`src/spces_pkg.sv`:
```
`default_nettype none
package spces_pkg;

   // ****************************************
   // Widths and defaults
   // ****************************************
   localparam int SPCES_IN_BITS  = 4;
   localparam int SPCES_OUT_BITS = 10;
   localparam int SPCES_CNT_W    = 5;

   localparam logic [SPCES_CNT_W-1:0] SPCES_CNT_ZERO = 5'h00;
   localparam logic [SPCES_CNT_W-1:0] SPCES_CNT_ONE  = 5'h01;
   localparam logic [SPCES_IN_BITS-1:0]  SPCES_IN_RESET  = 4'h0;
   localparam logic [SPCES_OUT_BITS-1:0] SPCES_OUT_RESET = 10'h000;

   // ****************************************
   // Types
   // ****************************************
   typedef enum logic {SPCES_MODE_DSP, SPCES_MODE_MP} spces_mode_t;

   typedef struct packed {
      logic chipSelect_n;
      logic serialClock;
      logic frameSync;
      logic dataIn;
      logic clockInvertSelect;
   } spces_pins_t;

   typedef struct packed {
      logic outEdge;
      logic inEdge;
   } spces_edges_t;

endpackage
`default_nettype wire

```
`src/spces_edge_sel.sv`:
```
`timescale 1ns/10ps
`default_nettype none
module spces_edge_sel
   import spces_pkg::*;
(
   input  wire logic         rise,
   input  wire logic         fall,
   input  wire logic         invertClock,
   input  wire spces_mode_t  mode,
   output spces_edges_t      edges
);

   // ****************************************
   // Edge choice per clock mode
   // ****************************************
   always_comb begin
      edges.outEdge = (mode == SPCES_MODE_MP) ? fall : rise;
      if (invertClock) begin
         edges.inEdge = edges.outEdge;
      end else begin
         edges.inEdge = (mode == SPCES_MODE_MP) ? rise : fall;
      end
   end

endmodule
`default_nettype wire

```
`src/spces_serial_port.sv`:
```
// How it works
// - Input data is sampled on an edge of the host serial clock, found by the block clock, and that edge can be inverted.
// - A low clock_invert_select pin inverts the input sampling edge; high leaves it normal.
// - Inversion moves sampling half a serial clock later so the host gets more setup time.
// - With inversion on, the output bit changes on the same edge that samples the input bit.
// - Frame sync high at chip-select fall sets the mode flag to 1, microprocessor mode.
// - Frame sync low at chip-select fall sets the mode flag to 0, DSP mode.
// - Output on falling and input on rising edges in microprocessor mode, reversed in DSP mode, both on one edge when inverted.
`timescale 1ns/10ps
`default_nettype none
module spces_serial_port
   import spces_pkg::*;
#(
   parameter int IN_BITS  = SPCES_IN_BITS,
   parameter int OUT_BITS = SPCES_OUT_BITS
)(
   input  wire logic                clk,
   input  wire logic                reset_n,
   input  wire spces_pins_t         pins,
   input  wire logic [OUT_BITS-1:0] resultWord,
   output logic                     dataOut,
   output logic                     dataOutEnable,
   output logic [IN_BITS-1:0]       inputWord,
   output logic                     inputWordValid,
   output logic                     hostProcessorMode
);

   // ****************************************
   // Pin synchronisers
   // ****************************************
   spces_pins_t pinsMeta_q, pinsMeta_d;
   spces_pins_t pinsSync_q, pinsSync_d;
   spces_pins_t pinsLast_q, pinsLast_d;

   always_comb begin
      pinsMeta_d = pins;
      pinsSync_d = pinsMeta_q;
      pinsLast_d = pinsSync_q;
   end

   always_ff @(posedge clk) begin
      if (!reset_n) begin
         pinsMeta_q <= '{chipSelect_n: 1'b1, default: 1'b0};
         pinsSync_q <= '{chipSelect_n: 1'b1, default: 1'b0};
         pinsLast_q <= '{chipSelect_n: 1'b1, default: 1'b0};
      end else begin
         pinsMeta_q <= pinsMeta_d;
         pinsSync_q <= pinsSync_d;
         pinsLast_q <= pinsLast_d;
      end
   end

   // ****************************************
   // Helper functions
   // ****************************************
   function automatic logic risingEdge(
      input logic nowLevel,
      input logic lastLevel
   );
      risingEdge = nowLevel & ~lastLevel;
   endfunction

   function automatic logic fallingEdge(
      input logic nowLevel,
      input logic lastLevel
   );
      fallingEdge = ~nowLevel & lastLevel;
   endfunction

   function automatic spces_mode_t selectMode(
      input logic frameLevel
   );
      selectMode = frameLevel ? SPCES_MODE_MP : SPCES_MODE_DSP;
   endfunction

   function automatic logic [IN_BITS-1:0] shiftInBit(
      input logic [IN_BITS-1:0] word,
      input logic               bitIn
   );
      shiftInBit = {word[IN_BITS-2:0], bitIn};
   endfunction

   function automatic logic [OUT_BITS-1:0] shiftOutWord(
      input logic [OUT_BITS-1:0] word
   );
      shiftOutWord = {word[OUT_BITS-2:0], 1'b0};
   endfunction

   // ****************************************
   // Edge detection and selection
   // ****************************************
   logic         clkRise;
   logic         clkFall;
   logic         csFall;
   logic         active;
   logic         invertClock;
   spces_edges_t edges;
   spces_mode_t  mode_q, mode_d;

   always_comb begin
      clkRise     = risingEdge(pinsSync_q.serialClock, pinsLast_q.serialClock);
      clkFall     = fallingEdge(pinsSync_q.serialClock, pinsLast_q.serialClock);
      csFall      = fallingEdge(pinsSync_q.chipSelect_n, pinsLast_q.chipSelect_n);
      active      = ~pinsSync_q.chipSelect_n & ~csFall;
      invertClock = ~pinsSync_q.clockInvertSelect;
   end

   spces_edge_sel u_edgeSel (
      .rise        (clkRise),
      .fall        (clkFall),
      .invertClock (invertClock),
      .mode        (mode_q),
      .edges       (edges)
   );

   // ****************************************
   // Interface mode flag
   // ****************************************
   always_comb begin
      mode_d = mode_q;
      if (csFall) begin
         mode_d = selectMode(pinsSync_q.frameSync);
      end
   end

   always_ff @(posedge clk) begin
      if (!reset_n) begin
         mode_q <= SPCES_MODE_DSP;
      end else begin
         mode_q <= mode_d;
      end
   end

   // ****************************************
   // Input shift register
   // ****************************************
   logic [IN_BITS-1:0]     inShift_q, inShift_d;
   logic [SPCES_CNT_W-1:0] inCount_q, inCount_d;
   logic [IN_BITS-1:0]     inputWord_q, inputWord_d;
   logic                   inputWordValid_q, inputWordValid_d;
   logic                   inSample;
   logic                   inLast;

   always_comb begin
      inShift_d        = inShift_q;
      inCount_d        = inCount_q;
      inputWord_d      = inputWord_q;
      inputWordValid_d = 1'b0;
      inSample         = active & edges.inEdge & (inCount_q < SPCES_CNT_W'(IN_BITS));
      inLast           = inSample & (inCount_q == SPCES_CNT_W'(IN_BITS - 1));
      if (csFall) begin
         inCount_d = SPCES_CNT_ZERO;
         inShift_d = SPCES_IN_RESET;
      end else if (inSample) begin
         inShift_d = shiftInBit(inShift_q, pinsSync_q.dataIn);
         inCount_d = inCount_q + SPCES_CNT_ONE;
      end
      if (inLast) begin
         inputWord_d      = shiftInBit(inShift_q, pinsSync_q.dataIn);
         inputWordValid_d = 1'b1;
      end
   end

   always_ff @(posedge clk) begin
      if (!reset_n) begin
         inShift_q        <= SPCES_IN_RESET;
         inCount_q        <= SPCES_CNT_ZERO;
         inputWord_q      <= SPCES_IN_RESET;
         inputWordValid_q <= 1'b0;
      end else begin
         inShift_q        <= inShift_d;
         inCount_q        <= inCount_d;
         inputWord_q      <= inputWord_d;
         inputWordValid_q <= inputWordValid_d;
      end
   end

   // ****************************************
   // Output shift register
   // ****************************************
   logic [OUT_BITS-1:0]    outShift_q, outShift_d;
   logic                   dataOut_q, dataOut_d;
   logic                   dataOutEnable_q, dataOutEnable_d;
   logic                   outStep;

   always_comb begin
      outShift_d      = outShift_q;
      dataOut_d       = dataOut_q;
      dataOutEnable_d = ~pinsSync_q.chipSelect_n;
      outStep         = active & edges.outEdge;
      if (csFall) begin
         outShift_d = shiftOutWord(resultWord);
         dataOut_d  = resultWord[OUT_BITS-1];
      end else if (outStep) begin
         dataOut_d  = outShift_q[OUT_BITS-1];
         outShift_d = shiftOutWord(outShift_q);
      end
   end

   always_ff @(posedge clk) begin
      if (!reset_n) begin
         outShift_q      <= SPCES_OUT_RESET;
         dataOut_q       <= 1'b0;
         dataOutEnable_q <= 1'b0;
      end else begin
         outShift_q      <= outShift_d;
         dataOut_q       <= dataOut_d;
         dataOutEnable_q <= dataOutEnable_d;
      end
   end

   // ****************************************
   // Outputs
   // ****************************************
   always_comb begin
      dataOut           = dataOut_q;
      dataOutEnable     = dataOutEnable_q;
      inputWord         = inputWord_q;
      inputWordValid    = inputWordValid_q;
      hostProcessorMode = (mode_q == SPCES_MODE_MP);
   end

endmodule
`default_nettype wire

```
`config.mk`:
```
export PLATFORM = sky130hd
export DESIGN_NAME = spces_serial_port
export DESIGN_NICKNAME = d
export VERILOG_FILES = /design/src/spces_pkg.sv /design/src/spces_edge_sel.sv /design/src/spces_serial_port.sv
export SDC_FILE = /design/constraint.sdc
export NUM_CORES = 1
export LEC_CHECK = 0
export ABC_CLOCK_PERIOD_IN_PS = 1400
export BUFFER_PORTS_ARGS = -buffer_cell sky130_fd_sc_hd__buf_4
export CELL_PAD_IN_SITES_DETAIL_PLACEMENT = 1
export CELL_PAD_IN_SITES_GLOBAL_PLACEMENT = 1
export CORE_ASPECT_RATIO = 1.75
export CORE_MARGIN = 1
export CORE_UTILIZATION = 38
export DETAILED_ROUTE_END_ITERATION = 10
export GPL_ROUTABILITY_DRIVEN = 0
export PLACE_DENSITY = 0.79
export SLEW_MARGIN = 40
export SYNTH_ARGS = -nofsm -noshare
export SYNTH_HDL_FRONTEND = slang
export SYNTH_SLANG_ARGS = --single-unit
```
`constraint.sdc`:
```
create_clock -name clk -period 1.4 [get_ports clk]
set_clock_uncertainty 0.05 [all_clocks]
set_input_delay 0.21 -clock clk [delete_from_list [all_inputs] [get_ports clk]]
set_output_delay 0.21 -clock clk [all_outputs]
set_load 0.01 [all_outputs]
```
# Yosys cells after proc, flatten, opt, wreduce, memory -nomap -nowiden
# Cells that the tools add are included.
[classes]
n_addsub = 1
order_cmp = 1
eq_ne = 1
mux = 9
bitwise_logic = 13
reduce_logical = 2
[op_table]
columns = ["operator", "n"]
rows = [
  ["2-to-1 mux 10 bit", 2],
  ["bitwise AND 1 bit", 8],
  ["2-to-1 mux 1 bit", 7],
  ["adder 5 x 1 -> 5 bit (second input constant)", 1],
  ["equality test 5 x 2 -> 1 bit (second input constant)", 1],
  ["less-than comparator 5 x 3 -> 1 bit (second input constant)", 1],
  ["inverter 1 bit", 5],
  ["nonzero test 2 bit", 1],
  ["OR reduction 2 bit", 1],
]
[totals]
regBits = 37
word_cells = 47

# Longest topological paths before layout
# Gate-level depths: netlist of the first run.
[logic_depth]
depth_word = 8
mapped_depth = 5
depth_no_buf = 4

# By module
# Synthesis of the first run repeated with hierarchy kept, for this count alone.
[hier_totals]
cells_unflattened = 149
area_unflattened_um2 = 1432.6
[by_module_without_submodules]
columns = ["module", "n_inst", "cells_per_inst", "area_per_inst_um2", "seq_area_each_um2"]
rows = [
  ["spces_serial_port", 1, 146, 1401.3, 740.7],
  ["spces_edge_sel", 1, 3, 31.3, 0.0],
]

# Worst setup path before layout of the first run
# Ideal clock, no wire load.
[synth_timing]
path_kind = "reg-to-reg"
start = "reg mode_q, in the netlist hostProcessorMode"
end = "reg dataOut_q, in the netlist dataOut"
arrival_time_ns = 1.314
path_slack_ns = -0.109
stages_incl_launch_ff = 5
period_less_slack_ns = 1.509
cell_sequence = "dfxtp_1 -> or3b_4 -> a31oi_4 -> buf_6 -> a211oi_2"
[synth_between]
elab_chain_len = 3
[synth_rtl]
columns = ["item", "line_no", "text"]
rows = [
  ["from (decl)", "spces_serial_port.sv:98", "spces_mode_t mode_q, mode_d;"],
  ["from (signal assigned)", "spces_serial_port.sv:130", "mode_q <= mode_d;"],
  ["2-to-1 mux 1 bit", "spces_edge_sel.sv:17", "edges.outEdge = (mode == SPCES_MODE_MP) ? fall : rise;"],
  ["bitwise AND 1 bit", "spces_serial_port.sv:190", "outStep = active & edges.outEdge;"],
  ["nonzero test 2 bit (no line)", "--", ""],
  ["to (signal assigned)", "spces_serial_port.sv:207", "dataOut_q <= dataOut_d;"],
  ["to (decl)", "spces_serial_port.sv:182", "logic dataOut_q, dataOut_d;"],
]
# Every way passes these cells.
# A chain may end at the register's enable or synchronous reset.

# Worst setup path in the final report of the first run
[layout_timing]
start = "reg mode_q, in the netlist hostProcessorMode"
end = "reg outShift_q[7]"
[layout_between]
elab_chain_len = 3
[layout_rtl]
columns = ["item", "line_no", "text"]
rows = [
  ["2-to-1 mux 1 bit", "spces_edge_sel.sv:17", ""],
  ["bitwise AND 1 bit", "spces_serial_port.sv:190", ""],
  ["nonzero test 2 bit (no line)", "--", ""],
  ["to (signal assigned)", "spces_serial_port.sv:206", "outShift_q <= outShift_d;"],
  ["to (decl)", "spces_serial_port.sv:181", "logic [OUT_BITS-1:0] outShift_q, outShift_d;"],
]
# Every way passes these cells.

==> reports/qor.txt, run 1 <==
status -> finished, violations left
failing checks -> setup timing
setup violators final -> 14
maximum VDD drop -> 0.6857 mV
Yosys reg bits -> 37
Post-Synthesis Cells -> 134
end-of-flow core utilization -> 53.29%
Compound-Gate Fraction of Synth Area -> 10.76%
H-tree depth -> 2
share of the yosys chip area belonging to registers -> 51.79%
Worst Path Buf+Inv -> 1
simple-gate share of the synthesized area -> 19.69%
period utilisation layout -> 105.2%
area occupied by multi-input gates -> 690.7 um2
Fmax achieved -> 0.6787 GHz
Final ANT Viol Nets -> 0
CTS Root Cell -> clkbuf_8
pre-CTS WS -> -0.1190 ns
P_leak -> 0.0008232 uW
vias -> 1048
multiplexer share of the synthesized area -> 13.30%
RSZ-0062 raised after global routing -> yes
Total GRT Usage -> 16.91%
vias in the first global route -> 1137
fill count -> 382
share of cells above drive strength 1 -> 37.85%
clock latency on the worst-skew pair -> 0.29 ns
largest net degree at the start of global routing -> 23
critical path required time -> 1.56 ns
Final Hold Fails -> 0
most frequent cells in the layout -> buf_4, dfxtp_1, mux2i_1
Initial Util -> 39.81%
Setup CP Type -> flop to flop
Reg area -> 750.7 um2
Overflow after GRT -> 0
Crit path arrival time -> 1.63 ns
IO Count -> 25
CTS tree -> yes
row cnt -> 29
most common cell after layout, fill and taps aside -> buf_4
CP max-delay cell -> or3b_4
# DRC -> 0
Tmin final -> 1.473 ns
post-DR vias/cell -> 4.700
critical path's largest stage delay -> 0.38 ns
initial antenna violation count -> 0
# hold bufs at CTS -> 0
crit path cell chain -> or3b_4 -> a31oi_4 -> buf_12 -> nor2_1 -> a211oi_2
die height -> 83.16 um
Crit. End Element -> flop
Startpoint Class -> flop
CTS Sinks -> 37
cts bufs inserted -> 5
Pre-antenna DRT Iters -> 2
routed len/inst -> 13.95 um
Adder-Cell Fraction of Synth Area -> 0.8749%
hold_ws -> 0.05601 ns
chip width -> 48.38 um
NumNets Final -> 194
overall power -> 1974 uW
final setup margin -> -0.07347 ns
core area -> 3592 um2
area post-placement -> 1715 um2
Max-Cap Viols -> 0
mean area per synthesized cell -> 10.67 um2
delay-heaviest family, CP -> simple AND/OR/NAND/NOR gates
die area -> 4023 um2
syn_nets -> 152
Yosys warning count -> 0
post-synthesis xor/xnor area fraction -> 0.6124%
Syn-to-layout area delta -> 33.86%
Final Max Tran Viols -> 0
P per Cell Area -> 1031 nW/um2
Netlist cell types -> 26
type of the tightest min-delay check -> input port to flop
Routed WL -> 3111 um
first-pass GRT wire length -> 5037 um
mapped cell area -> 1430 um2
main combinational cell family by area after synthesis -> simple AND/OR/NAND/NOR gates
Worst-path clk slew -> 0.07 ns
DR iter-0 viols -> 6
Ant. Diodes -> 0
buffers added on ports -> 24
Final Cell Area -> 1914 um2
placed wire-length estimate -> 2293 um
crit-path max FO -> 17
Slew @ Worst Pin -> 0.3522 ns
CTS Buffer Depth -> 2
Rel. slew slack -> 76.19%
-- cells in the mapped netlist --
master	count	area share [%]
nand2b_1	2	0.87
inv_1	3	0.79
nand3b_1	1	0.53
ha_1	1	0.87
clkbuf_1	4	1.0
and2_1	11	4.8
and3_1	1	0.44
xnor2_1	1	0.61
buf_6	1	0.79
o21a_1	1	0.53
nand2_1	17	4.5
or3b_4	1	0.79
nor3_1	1	0.35
nor2_2	1	0.44
dfxtp_1	37	52
nor2_1	13	3.4
mux2i_1	19	13
a31oi_4	1	1.5
nor3b_4	1	1.3
o21ai_1	1	0.35
buf_2	1	0.35
nand3_1	1	0.35
a211oi_2	9	7.9
o21bai_1	1	0.53
nor4b_1	1	0.61
nor2b_1	3	1.3
-- worst paths after layout --
kind / start / end / slack, ns / depth (start not counted)
worst max-delay path: hostProcessorMode$_SDFFE_PN0P_ / outShift_q[7]$_SDFFE_PN0P_ / -0.07 / 5
worst min-delay path: pins[4] / pinsMeta_q[4]$_SDFF_PN1_ / 0.06 / 2
worst max register to register: hostProcessorMode$_SDFFE_PN0P_ / outShift_q[7]$_SDFFE_PN0P_ / -0.07 / 5
worst min register to register: pinsMeta_q[4]$_SDFF_PN1_ / pinsLast_d[4]$_SDFF_PN1_ / 0.36 / 1
-- registers in the layout (all words and copies together), names as in the netlist --
signal             flops
inShift_q              3
pinsMeta_q             5
inputWordValid         1
outShift_q             9
pinsLast_q             2
dataOut                1
inCount_q              5
pinsLast_d             5
hostProcessorMode      1
dataOutEnable          1
inputWord              4
-- routing by layer --
layer | vias to the layer above | GRT usage, % | wire length [um]
li1 | 532 | - | -
met1 | 487 | 15.61 | 1095
met2 | 23 | 32.91 | 1828
met3 | 6 | 3.846 | 116
met4 | 0 | 8.824 | 72
met5 | - | 0 | 0
-- report_power, final --
| part | internal [uW] | leakage, uW | switching (uW) |
|---|---|---|---|
| Sequential | 1080 | 0.000304 | 15.5 |
| Combinational | 98.3 | 0.000480 | 81.8 |
| Clock | 353 | 0.0000395 | 344 |
-- stage by stage --
stage | TNS [ns] | std cells
after floorplan | -0.1025 | 134
after global placement | -0.07178 | 206
after detailed placement | -1.616 | 206
after CTS | -0.7751 | 221
after global routing | -1.847 | 223
final | -0.7280 | 223
-- worst register-to-register path, stage by stage, from the launching register on --
cell and delay [ns]:
dfxtp_4 0.37, or3b_4 0.38, a31oi_4 0.18, buf_12 0.17
nor2_1 0.06, a211oi_2 0.19
-- cell families after synthesis --
family,count (synthesis)
AO/OA/AOI/OAI,13
XOR/XNOR,1
adder cells (fa/ha/maj),1
buffers and inverters,9
flip-flops,37
multiplexers,19
AND/OR/NAND/NOR,54
-- area by class of cell --
class | instances | share of cell area (%)
clock buffer | 8 | 4.183
sequential | 37 | 39.22
multi-input combinational | 88 | 36.08
inverter | 3 | 0.5882
timing repair buffer | 41 | 16.93
tap | 46 | 3.007
-- timing repair --
item	in CTS	in global routing
resized for setup	9	3
buffers inserted	7	4
setup endpoints to repair	20	16
pin swaps	1	1
Note: power is estimated with default switching activity, not from simulation.
==> inputs of run 2 (changes only) <==
--- a/config.mk
+++ b/config.mk
@@ -15,6 +15,7 @@
 export DETAILED_ROUTE_END_ITERATION = 10
 export GPL_ROUTABILITY_DRIVEN = 0
 export PLACE_DENSITY = 0.79
+export RECOVER_POWER = 25
 export SLEW_MARGIN = 40
 export SYNTH_ARGS = -nofsm -noshare
 export SYNTH_HDL_FRONTEND = slang
==> run 2 against run 1 <==
  * The flow still finishes with violations (setup timing)
  * Wire length fell by 0.35%
  * Global-route usage is the same
  * Sequential cell count did not move
  * Register-to-register slack is essentially flat
  * Largest cell class unchanged
==> reports/qor.txt, run 2 (same netlist as run 1, synthesis figures left out) <==
buffers added on ports -> 24
CTS Sinks -> 37
Crit. End Element -> flop
CTS Buffer Depth -> 2
chip width -> 48.38 um
row cnt -> 29
Final Hold Fails -> 0
Final Cell Area -> 1911 um2
pre-CTS WS -> -0.1190 ns
setup violators final -> 14
IO Count -> 25
Max-Cap Viols -> 0
H-tree depth -> 2
Final Non-Filler Cells -> 223
clock latency on the worst-skew pair -> 0.29 ns
period utilisation layout -> 105.1%
R2R cell count -> 5
CP max-delay cell -> or3b_4
status -> finished, violations left
Initial Util -> 39.81%
worst setup path startpoint -> hostProcessorMode$_SDFFE_PN0P_
largest net degree at the start of global routing -> 23
Worst Path Buf+Inv -> 1
Final ANT Viol Nets -> 0
Routed WL -> 3100 um
most frequent cells in the layout -> buf_4, dfxtp_1, mux2i_1
placed insts -> 206
Tmin final -> 1.472 ns
Ant. Diodes -> 0
area occupied by multi-input gates -> 690.7 um2
Startpoint Class -> flop
critical path required time -> 1.56 ns
Reg area -> 750.7 um2
initial antenna violation count -> 0
Final Max Tran Viols -> 0
Setup CP Type -> flop to flop
CTS tree -> yes
failing checks -> setup timing
CP endpoint -> dataOut$_SDFFE_PN0P_
r2r setup slk -> -0.07 ns
core area -> 3592 um2
final setup margin -> -0.07172 ns
first-pass GRT wire length -> 5037 um
NumNets Final -> 194
routed len/inst -> 13.90 um
area post-placement -> 1715 um2
share of cells above drive strength 1 -> 37.29%
post-DR vias/cell -> 4.691
die height -> 83.16 um
fill count -> 383
Overflow after GRT -> 0
Largest Register -> outShift_q
P per Cell Area -> 1032 nW/um2
cts bufs inserted -> 5
Worst-path clk slew -> 0.07 ns
CTS Root Cell -> clkbuf_8
end-of-flow core utilization -> 53.19%
worst reg2reg path startpoint -> hostProcessorMode$_SDFFE_PN0P_
Syn-to-layout area delta -> 33.60%
maximum VDD drop -> 0.6857 mV
crit-path max FO -> 17
Rel. slew slack -> 44.79%
vias -> 1046
Fmax achieved -> 0.6795 GHz
RR Endpoint -> dataOut$_SDFFE_PN0P_
Total GRT Usage -> 16.91%
Crit path arrival time -> 1.63 ns
vias in the first global route -> 1137
Slew @ Worst Pin -> 0.8282 ns
placed wire-length estimate -> 2293 um
type of the tightest min-delay check -> input port to flop
crit path cell chain -> or3b_4 -> a31oi_4 -> buf_12 -> nor2_1 -> a211oi_2
max FFs per register -> 9
DR iter-0 viols -> 8
die area -> 4023 um2
critical path's largest stage delay -> 0.38 ns
# DRC -> 0
P_leak -> 0.0008171 uW
Crit. path cell count -> 5
Pre-antenna DRT Iters -> 2
most common cell after layout, fill and taps aside -> buf_4
hold_ws -> 0.05484 ns
RSZ-0062 raised after global routing -> yes
delay-heaviest family, CP -> simple AND/OR/NAND/NOR gates
[run 2: changes by cell type in the layout (fill, tap and decap cells not counted)]
| cell | change |
|---|---|
| and2_0 | +3 |
| and2_1 | -3 |
| buf_4 | -2 |
| clkbuf_4 | +1 |
| clkbuf_1 | +1 |
[run 2: how the worst min path moves through the flow]
| stage | depth (start not counted) | startpoint | to |
|---|---|---|---|
| floorplan | 1 | reset_n | pinsLast_d[4]$_SDFF_PN1_ |
| global placement | 1 | pinsMeta_q[4]$_SDFF_PN1_ | pinsLast_d[4]$_SDFF_PN1_ |
| detailed placement | 1 | pinsMeta_q[4]$_SDFF_PN1_ | pinsLast_d[4]$_SDFF_PN1_ |
| CTS | 2 | pins[4] | pinsMeta_q[4]$_SDFF_PN1_ |
| global route | 2 | pins[4] | pinsMeta_q[4]$_SDFF_PN1_ |
| finish | 2 | pins[4] | pinsMeta_q[4]$_SDFF_PN1_ |
[run 2: what timing repair did]
item | CTS | global route
pin swaps | 1 | 1
gates resized for setup | 9 | 3
setup endpoints to repair | 20 | 16
hold buffers | 0 | 0
gates cloned | 0 | 0
setup buffers | 7 | 4
[run 2: final cells by class]
| class | count | area share (%) |
|---|---|---|
| timing repair buffer | 41 | 16.76 |
| inverter | 3 | 0.5894 |
| tap | 46 | 3.012 |
| multi-input combinational | 88 | 36.15 |
| clock buffer | 8 | 4.191 |
| sequential | 37 | 39.29 |
[run 2: per-layer routing]
layer  GRT usage [%]  up-vias  share of wire [%]
li1                -      531                  -
met2           32.91       23                 59
met4           8.824        0                2.3
met5               0        -                  0
met1           15.61      486                 35
met3           3.846        6                3.8
[run 2: stage by stage]
step	TNS [ns]	power, uW
3_5_place_dp	-1.616	1288
2_1_floorplan	-0.1025	1213
6_report	-0.7178	1972
3_3_place_gp	-0.07178	1275
4_1_cts	-0.7751	2001
5_1_grt	-1.852	2056
[run 2: power breakdown]
group | switching [uW] | internal [uW] | leakage [uW]
clock network | 344 | 353 | 0.0000395
logic | 81.7 | 96.5 | 0.000474
registers | 15.5 | 1080 | 0.000304
total | 441 | 1530 | 0.000817
